$ cat src/common/pirfb_pkg.sv
// Purpose: Shared constants for the peripheral interrupt flag bank
// Assumes: Plain register port, byte-wide data
// Notes:   Offsets are register indices on the plain port
package pirfb_pkg;
    localparam int          ADDR_W          = 4;
    localparam int          DATA_W          = 8;
    // Register offsets
    localparam logic [3:0]  OFS_FLAGS       = 4'h0;
    localparam logic [3:0]  OFS_ENABLES     = 4'h1;
    localparam logic [3:0]  OFS_CONTROL     = 4'h2;
    // Flag bit positions
    localparam int          BIT_NVM_DONE    = 7;
    localparam int          BIT_CONV_DONE   = 6;
    localparam int          BIT_RX_FULL     = 5;
    localparam int          BIT_CMP_B       = 4;
    localparam int          BIT_CMP_A       = 3;
    localparam int          BIT_OSC_FAIL    = 2;
    localparam int          BIT_TX_EMPTY    = 1;
    localparam int          BIT_TIMER_B     = 0;
    // Control register bit positions
    localparam int          BIT_GLOBAL_EN   = 7;
    localparam int          BIT_GROUP_EN    = 6;
    // Software-writable flag mask and reset values
    localparam logic [7:0]  FLAGS_WR_MASK   = 8'hDD;
    localparam logic [7:0]  FLAGS_RST       = 8'h00;
    localparam logic [7:0]  ENABLES_RST     = 8'h00;
    localparam logic [1:0]  CONTROL_RST     = 2'h0;
endpackage : pirfb_pkg

$ cat src/rtl/pirfb_flag_bank.sv
// Purpose: Eight-bit peripheral interrupt flag bank with enables and request
// Assumes: Inputs synchronous to i_clk; strobes one cycle, never both at once
// Notes:   Read data valid the cycle after the read strobe
//
// Added by the designer: strobed register access and the register addresses.
`timescale 1ns/100ps
`default_nettype none
module pirfb_flag_bank
    import pirfb_pkg::*;
(
    input  wire logic                          i_clk,           // System clock
    input  wire logic                          i_arst_n,        // Async reset, active low
    input  wire logic [pirfb_pkg::ADDR_W-1:0]  i_addr,          // Register address
    input  wire logic [pirfb_pkg::DATA_W-1:0]  i_wdata,         // Write data
    input  wire logic                          i_wr,            // Write strobe
    input  wire logic                          i_rd,            // Read strobe
    output var  logic [pirfb_pkg::DATA_W-1:0]  o_rdata,         // Read data, cycle after
    input  wire logic                          i_nvm_done,      // Memory write done pulse
    input  wire logic                          i_conv_done,     // Conversion done pulse
    input  wire logic                          i_rx_full,       // Receive buffer full level
    input  wire logic                          i_tx_empty,      // Transmit buffer empty level
    input  wire logic                          i_cmp_b_output,  // Comparator B output
    input  wire logic                          i_cmp_a_output,  // Comparator A output
    input  wire logic                          i_osc_fail,      // Switched to internal osc pulse
    input  wire logic                          i_timer_b_ovf,   // Timer overflow pulse
    output var  logic                          o_irq            // Peripheral interrupt request
);
    import pirfb_pkg::*;

    logic [7:0] flags;
    logic [7:0] sticky_q;
    logic       rx_full_q;
    logic       tx_empty_q;
    logic [7:0] peripheral_irq_enables;
    logic       global_irq_enable;
    logic       peripheral_group_enable;
    logic       cmp_a_prev;
    logic       cmp_b_prev;
    logic [7:0] set_vec;
    logic [7:0] clr_vec;
    logic       wr_flags;
    logic       next_irq;

    assign wr_flags = i_wr && (i_addr == OFS_FLAGS);

    // Comparator history for change detection
    always_ff @(posedge i_clk or negedge i_arst_n) begin
        if (!i_arst_n) begin
            cmp_a_prev <= 1'b0;
            cmp_b_prev <= 1'b0;
        end else begin
            cmp_a_prev <= i_cmp_a_output;
            cmp_b_prev <= i_cmp_b_output;
        end
    end

    // Event vector, independent of any enable
    // ungated event sets
    always_comb begin
        set_vec = 8'h00;
        set_vec[BIT_NVM_DONE]  = i_nvm_done;
        set_vec[BIT_CONV_DONE] = i_conv_done;
        set_vec[BIT_CMP_B]     = i_cmp_b_output ^ cmp_b_prev;
        set_vec[BIT_CMP_A]     = i_cmp_a_output ^ cmp_a_prev;
        set_vec[BIT_OSC_FAIL]  = i_osc_fail;
        set_vec[BIT_TIMER_B]   = i_timer_b_ovf;
    end

    // Software writes zero to clear writable flags
    // only writable bits clear
    assign clr_vec = wr_flags ? (~i_wdata & FLAGS_WR_MASK) : 8'h00;

    // Sticky flags on the six writable positions
    for (genvar g = 0; g < 8; g++) begin : g_sticky
        if (FLAGS_WR_MASK[g]) begin : g_on
            pirfb_sticky_flag u_flag (
                .i_clk    (i_clk),
                .i_arst_n (i_arst_n),
                .i_set    (set_vec[g]),
                .i_clr    (clr_vec[g]),
                .o_flag   (sticky_q[g])
            );
        end else begin : g_off
            // Serial positions carry no sticky cell
            assign sticky_q[g] = 1'b0;
        end
    end

    // Serial status bits mirror buffer state
    // receive full and transmit empty, read-only
    always_ff @(posedge i_clk or negedge i_arst_n) begin
        if (!i_arst_n) begin
            rx_full_q  <= 1'b0;
            tx_empty_q <= 1'b0;
        end else begin
            rx_full_q  <= i_rx_full;
            tx_empty_q <= i_tx_empty;
        end
    end

    // Flag word assembled from sticky cells and serial copies
    always_comb begin
        flags               = sticky_q;
        flags[BIT_RX_FULL]  = rx_full_q;
        flags[BIT_TX_EMPTY] = tx_empty_q;
    end

    // Enable and control registers
    // per-flag and group enables
    always_ff @(posedge i_clk or negedge i_arst_n) begin
        if (!i_arst_n) begin
            peripheral_irq_enables  <= ENABLES_RST;
            global_irq_enable       <= CONTROL_RST[1];
            peripheral_group_enable <= CONTROL_RST[0];
        end else if (i_wr) begin
            if (i_addr == OFS_ENABLES) begin
                peripheral_irq_enables <= i_wdata;
            end
            if (i_addr == OFS_CONTROL) begin
                global_irq_enable       <= i_wdata[BIT_GLOBAL_EN];
                peripheral_group_enable <= i_wdata[BIT_GROUP_EN];
            end
        end
    end

    // Read data, unmapped reads zero
    always_ff @(posedge i_clk or negedge i_arst_n) begin
        if (!i_arst_n) begin
            o_rdata <= 8'h00;
        end else if (i_rd) begin
            unique case (i_addr)
                OFS_FLAGS:   o_rdata <= flags;
                OFS_ENABLES: o_rdata <= peripheral_irq_enables;
                OFS_CONTROL: begin
                    o_rdata                <= 8'h00;
                    o_rdata[BIT_GLOBAL_EN] <= global_irq_enable;
                    o_rdata[BIT_GROUP_EN]  <= peripheral_group_enable;
                end
                default:     o_rdata <= 8'h00;
            endcase
        end else begin
            o_rdata <= 8'h00;
        end
    end

    // Gated interrupt request; stale flags fire at once when enabled
    // software clears before enabling
    assign next_irq = global_irq_enable && peripheral_group_enable
                      && |(flags & peripheral_irq_enables);

    always_ff @(posedge i_clk or negedge i_arst_n) begin
        if (!i_arst_n) begin
            o_irq <= 1'b0;
        end else begin
            o_irq <= next_irq;
        end
    end
endmodule : pirfb_flag_bank
`default_nettype wire

$ cat src/rtl/pirfb_sticky_flag.sv
// Purpose: One sticky flag, set by an event pulse, cleared by software
// Assumes: Single clock, async active-low reset
// Notes:   A set in the same cycle as a clear wins
`timescale 1ns/100ps
`default_nettype none
module pirfb_sticky_flag (
    input  wire logic i_clk,      // System clock
    input  wire logic i_arst_n,   // Async reset, active low
    input  wire logic i_set,      // Event pulse
    input  wire logic i_clr,      // Software clear
    output var  logic o_flag      // Flag state
);
    // Set has priority over clear
    always_ff @(posedge i_clk or negedge i_arst_n) begin
        if (!i_arst_n) begin
            o_flag <= 1'b0;
        end else if (i_set) begin
            o_flag <= 1'b1;
        end else if (i_clr) begin
            o_flag <= 1'b0;
        end
    end
endmodule : pirfb_sticky_flag
`default_nettype wire

$ cat config.mk
export PLATFORM = sky130hd
export DESIGN_NAME = pirfb_flag_bank
export DESIGN_NICKNAME = d
export VERILOG_FILES = /design/src/common/pirfb_pkg.sv /design/src/rtl/pirfb_flag_bank.sv /design/src/rtl/pirfb_sticky_flag.sv
export SDC_FILE = /design/constraint.sdc
export NUM_CORES = 1
export LEC_CHECK = 0
export ABC_AREA = 0
export BUFFER_PORTS_ARGS = -buffer_cell sky130_fd_sc_hd__buf_2
export CORE_MARGIN = 2
export CORE_UTILIZATION = 40
export DETAILED_ROUTE_END_ITERATION = 16
export GPL_TIMING_DRIVEN = 1
export SLEW_MARGIN = 20
export SYNTH_ARGS = -nofsm -noshare
export SYNTH_HDL_FRONTEND = slang
export SYNTH_HIERARCHICAL = 1
export SYNTH_SLANG_ARGS = --single-unit
$ cat constraint.sdc
create_clock -name i_clk -period 0.9 [get_ports i_clk]
set_input_delay 0.09 -clock i_clk [delete_from_list [all_inputs] [get_ports i_clk]]
set_output_delay 0.09 -clock i_clk [all_outputs]
set_load 0.01 [all_outputs]
# == Word-level counts from Yosys, hierarchy flattened ==
# Index checks and enable logic that the tools add are counted.
# word_totals
word_cells,49
reg_bits,29
input_bits,24
output_inout_bits,9
# op_classes
n_mux,15
n_eq_ne,2
n_reduce_logical,13
bitwise,4
# op_table
operator,n
$pmux 8 s3,1
$mux 8,2
$mux 1,12
$reduce_bool 2->1,6
$and 8x8->8,1
$not 8->8,1
$reduce_or 8->1,1
$eq 4x1->1 const B,1
$eq 4x2->1 const B,1
$logic_not 4->1,1
$reduce_and 2->1,2
$logic_and 1x1->1,3
$xor 1x1->1,2

# == Logic depth before layout (Yosys ltp) ==
# logic_depth
ltp_word,5
depth_mapped,5

# == Hierarchy ==
# The synthesis kept the hierarchy.
# by_module_without_submodules
module,instances,cells_each,area_each_um2,seq_area_each_um2
pirfb_flag_bank,1,76,1008.5,575.6
pirfb_sticky_flag,6,3,36.3,25.0

# == Worst setup path after synthesis ==
# Ideal clock, no wire load.
# synth_timing
kind,input port to flip-flop
startpoint,in i_addr[1] (netlist name)
endpoint,reg peripheral_irq_enables[0]
t_arrival_ns,0.867
setup_slack_ns,-0.092
path_buffers,0
required_time_ns,0.775
cell_stages,3
path_cell_list,nor4b_4 nand2_4 mux2_4
# synth_between
elab_chain_len,2
# synth_rtl
item,line_no,source
start: declaration,pirfb_flag_bank.sv:13,"input wire logic [pirfb_pkg::ADDR_W-1:0] i_addr,"
$eq 4x1->1,pirfb_flag_bank.sv:116,if (i_addr == OFS_ENABLES) begin
$reduce_and 2->1 (no source line),-,
end signal: assignment,pirfb_flag_bank.sv:117,peripheral_irq_enables <= i_wdata;
end: declaration,pirfb_flag_bank.sv:34,logic [7:0] peripheral_irq_enables;
# No other way between the ends.
# A chain may end at the register's enable or synchronous reset.

# == Final worst setup path ==
# layout_timing
startpoint,in i_addr[1] (netlist name)
endpoint,reg peripheral_irq_enables[2]
# Same word-level chain as after synthesis.

==> out/summary.md <==
Overall power after layout: 3.162 mW. Per report_power, the sequential group accounts for 49.0% of the total. The tools report the sort of element at the start of the critical path as a primary input.

The arrival time of data at the critical path endpoint came out at 1150 ps. The worst setup path is of the in -> reg kind. Post-synthesis cell count: 94.

The worst path in the final design needs a cycle of 943.2 ps, including I/O delays and setup. Entering global routing, the biggest net connects 30 pins. The total global routing overflow was 0; the routed via count divided by cell count was 4.812. Global routing used 15.77% of the available tracks across all layers. For this run, the slowest stage of the critical path takes 410 ps. For the remaining antenna violation count, the log shows 0. The iteration count of the initial detailed-routing pass was 4. The via count of the first global-routing pass was 899; the die boundary height was 59.37 um. Timing would allow up to 1060 MHz. The first global-routing pass estimated 3912 um of wire. The worst-case IR drop observed on VDD is 1.138 mV. After legalization and detailed placement, the total HPWL measured 1761 um. In this run the number of H-tree levels came out at 2. Slowest stage cell on the critical path: sky130_fd_sc_hd__nor4b_4. The checks that failed: negative setup slack.

The worst-case headroom to the max-slew limit was 74.86%; the transition time at the pin with the least slew margin was 375.6 ps. The top cell types in the final layout, fill and taps aside, are 32 x sky130_fd_sc_hd__buf_2, 29 x sky130_fd_sc_hd__dfrtp_1, 12 x sky130_fd_sc_hd__nor2_1, 12 x sky130_fd_sc_hd__buf_4, 12 x sky130_fd_sc_hd__dlygate4sd3_1. The class of the worst hold path is in -> reg. From left edge to right edge, the die measures 59.37 um. Once the floorplan was initialized, standard cells occupied 41.18% of the core. Routability congestion estimate from global placement: 0.7210.

In this run the count of I/O pins placed on the die edge is 33. For flop-to-flop paths, the worst setup slack is 10 ps. The number of endpoints with negative hold slack in the final report is 0, and the share of the clock period used by the worst path after layout is 104.8%. The Yosys step of the flow raised 6 warnings. The number of max-slew violations in the final report was 0; the area added between synthesis and finish was 43.78%. The CTS buffer count is 5. For the number of max-cap violations, the log shows 0. For the worst-skew pair, the clock arrives at the later sink with an insertion delay of 320 ps. After floorplanning, the core was sized to cover 2978 sq um.

The power density normalized to cell area came out at 1794 nW/um^2. The count of input and output buffers works out to 32. Setup violations remaining at the end of the flow were counted as 13. Summing over every cut layer, the via total after detailed routing is 919. After synthesis, the netlist uses 20 different library cells. For this run, the post-layout net count is 181. TritonCTS built the clock tree. The leading cell type in the layout, fill and taps excluded is sky130_fd_sc_hd__buf_2. The flow ran to the end, but the final reports show violations.

The tools report the detailed-route DRC error count as 0. The post-route netlist has 45.57% of its cells at a drive strength greater than 1. Root cell of the clock tree: sky130_fd_sc_hd__clkbuf_4.

For the power share of the combinational group, the log shows 16.4%. The tools report the endpoint class of the critical path as a flip-flop. Routed wirelength normalized by instance count: 12.76 um.

STA puts the critical path data required time at 1110 ps. Number of inserted diodes: 0. The first routing iteration left 16 violations.

For the post-synthesis net count, the log shows 118. The worst setup slack after layout is -43.24 ps, and the switching portion of total power is 23.20%. The number of clock sinks was 29.

The end of the critical path was peripheral_irq_enables[2]$_DFFE_PN0P_. The clock-pin slew on the worst setup and hold paths is 90 ps. Setup repair after global routing could not meet its margin everywhere. Summing every instance area after synthesis gives 1226 sq um.

Internal power comes to 2.429 mW. Post-layout utilization of the core: 59.20%. The critical path goes through buf_2 > nor4b_4 > nand2_4 > mux2_4.

Along the worst path, the maximum fanout reaches 8. In this run the mean area of a mapped cell was 13.04 sq um. The number of synthesized register bits was 29. The logs give 2 for the maximum clock path buffer count and 3.141 ps for the worst clock skew. Standby leakage power: 0.8788 nW. The endpoint identified for the worst register-to-register timing path is o_rdata[6]$_DFF_PN0_. Measured in cells, the most critical reg-to-reg path has a length of 3. The setup TNS is -296.7 ps.

The run gives 3524 sq um as the die footprint. For the fraction of power consumed by the clock network, the log shows 34.6%. The worst register-to-register path begins at peripheral_irq_enables[6]$_DFFE_PN0P_.

The total routed wirelength is 2438 um. The logs give 16.80 ps for the tightest hold margin and 0.7335 mW for the net switching power of the design. The source of the critical timing path was i_addr[1]. The number of antenna violations at the first check in global routing is 0, and the post-synthesis sequential area ratio is 59.18%. The tools report the floorplan row count as 20.
[registers in the layout, summed over array words and instances (netlist names)]
name and count:
cmp_a_prev 1, cmp_b_prev 1, g_sticky.g_on.u_flag/o_flag 6, global_irq_enable 1, o_irq 1, o_rdata 8, peripheral_group_enable 1, peripheral_irq_enables 8
rx_full_q 1, tx_empty_q 1
[critical path, delay by kind of cell]
kind / cells / cell delay, ps
AND/OR/NAND/NOR: 2 / 600
multiplexers: 1 / 330
buffers and inverters: 1 / 120
[power groups by stage]
stage / sequential (mW) / clock (mW) / combinational (mW)
after detailed placement: 1.56 / 0 / 0.458
after global placement: 1.55 / 0 / 0.446
after CTS: 1.54 / 1.13 / 0.506
after global routing: 1.57 / 1.20 / 0.571
after floorplan: 1.54 / 0 / 0.271
final: 1.55 / 1.09 / 0.519
[how the worst min path moves through the flow]
stage               slack (ps)  cells after the start  startpoint                                    end
floorplan                 -210                      0    i_arst_n                   cmp_a_prev$_DFF_PN0_
global placement           110                      2    i_arst_n                   cmp_a_prev$_DFF_PN0_
detailed placement         120                      2    i_arst_n                   cmp_a_prev$_DFF_PN0_
CTS                          4                      3        i_rd                   o_rdata[6]$_DFF_PN0_
global route                 4                      2  i_wdata[3]  peripheral_irq_enables[3]$_DFFE_PN0P_
finish                      20                      2  i_wdata[3]  peripheral_irq_enables[3]$_DFFE_PN0P_
[per-layer routing]
metal  up-vias  routed length (um)  track usage, %
met5         -                   0               0
met4         0                  70           10.71
met3         7                 103           4.585
met2        23                1253           24.80
met1       444                1010           18.48
li1        445                   -               -
[synth_stat cells]
cell type	instances	share of area [%]
sky130_fd_sc_hd__nor4b_4	1	1.9
sky130_fd_sc_hd__inv_1	6	1.8
sky130_fd_sc_hd__nand3_1	1	0.41
sky130_fd_sc_hd__nor2_1	13	4.0
sky130_fd_sc_hd__a21oi_1	2	0.82
sky130_fd_sc_hd__or2_1	2	1.0
sky130_fd_sc_hd__a41oi_1	1	0.71
sky130_fd_sc_hd__nand3b_1	1	0.61
sky130_fd_sc_hd__nor2b_1	1	0.51
sky130_fd_sc_hd__mux2i_1	8	6.5
sky130_fd_sc_hd__nand2_4	1	0.92
sky130_fd_sc_hd__mux2_4	8	9.8
sky130_fd_sc_hd__nand2b_1	1	0.51
sky130_fd_sc_hd__nand2_1	4	1.2
sky130_fd_sc_hd__a21o_1	6	3.7
sky130_fd_sc_hd__mux2_2	2	1.8
sky130_fd_sc_hd__dfrtp_1	29	59
sky130_fd_sc_hd__buf_4	1	0.61
sky130_fd_sc_hd__xor2_1	2	1.4
sky130_fd_sc_hd__a22oi_1	4	2.4
[logic make-up after synthesis]
family	Yosys count	synth area share, %
DFF	29	59.18
xor gates and xnor gates	2	1.429
and+or+nand+nor	25	11.12
AOI/OAI and AO/OA	13	7.653
muxes	18	18.16
buffers and inverters	7	2.449
[stage by stage]
step | instances | area, sq um | setup slack, ps
after floorplan | 94 | 1226 | -91.98
after global placement | 170 | 1510 | -329.0
after detailed placement | 170 | 1510 | -364.7
after CTS | 190 | 1720 | -30.37
after global routing | 191 | 1763 | -76.18
final | 191 | 1763 | -43.24
[final cells by class]
class / count / area, sq um
clock buffer: 7 / 55.05
clock inverter: 1 / 30.03
fill: 257 / 1215
inverter: 6 / 22.52
multi-input combinational: 58 / 506.7
sequential: 29 / 725.7
tap: 33 / 41.29
timing repair buffer: 57 / 381.6
[timing repair]
action,4_1_cts,5_1_grt
hold buffers,12,0
buffers inserted,0,1
resized for setup,1,8
endpoints found under the hold margin,40,0
pin swaps,0,1
setup endpoints to repair,14,19
Power figures use the tool's default switching activity.
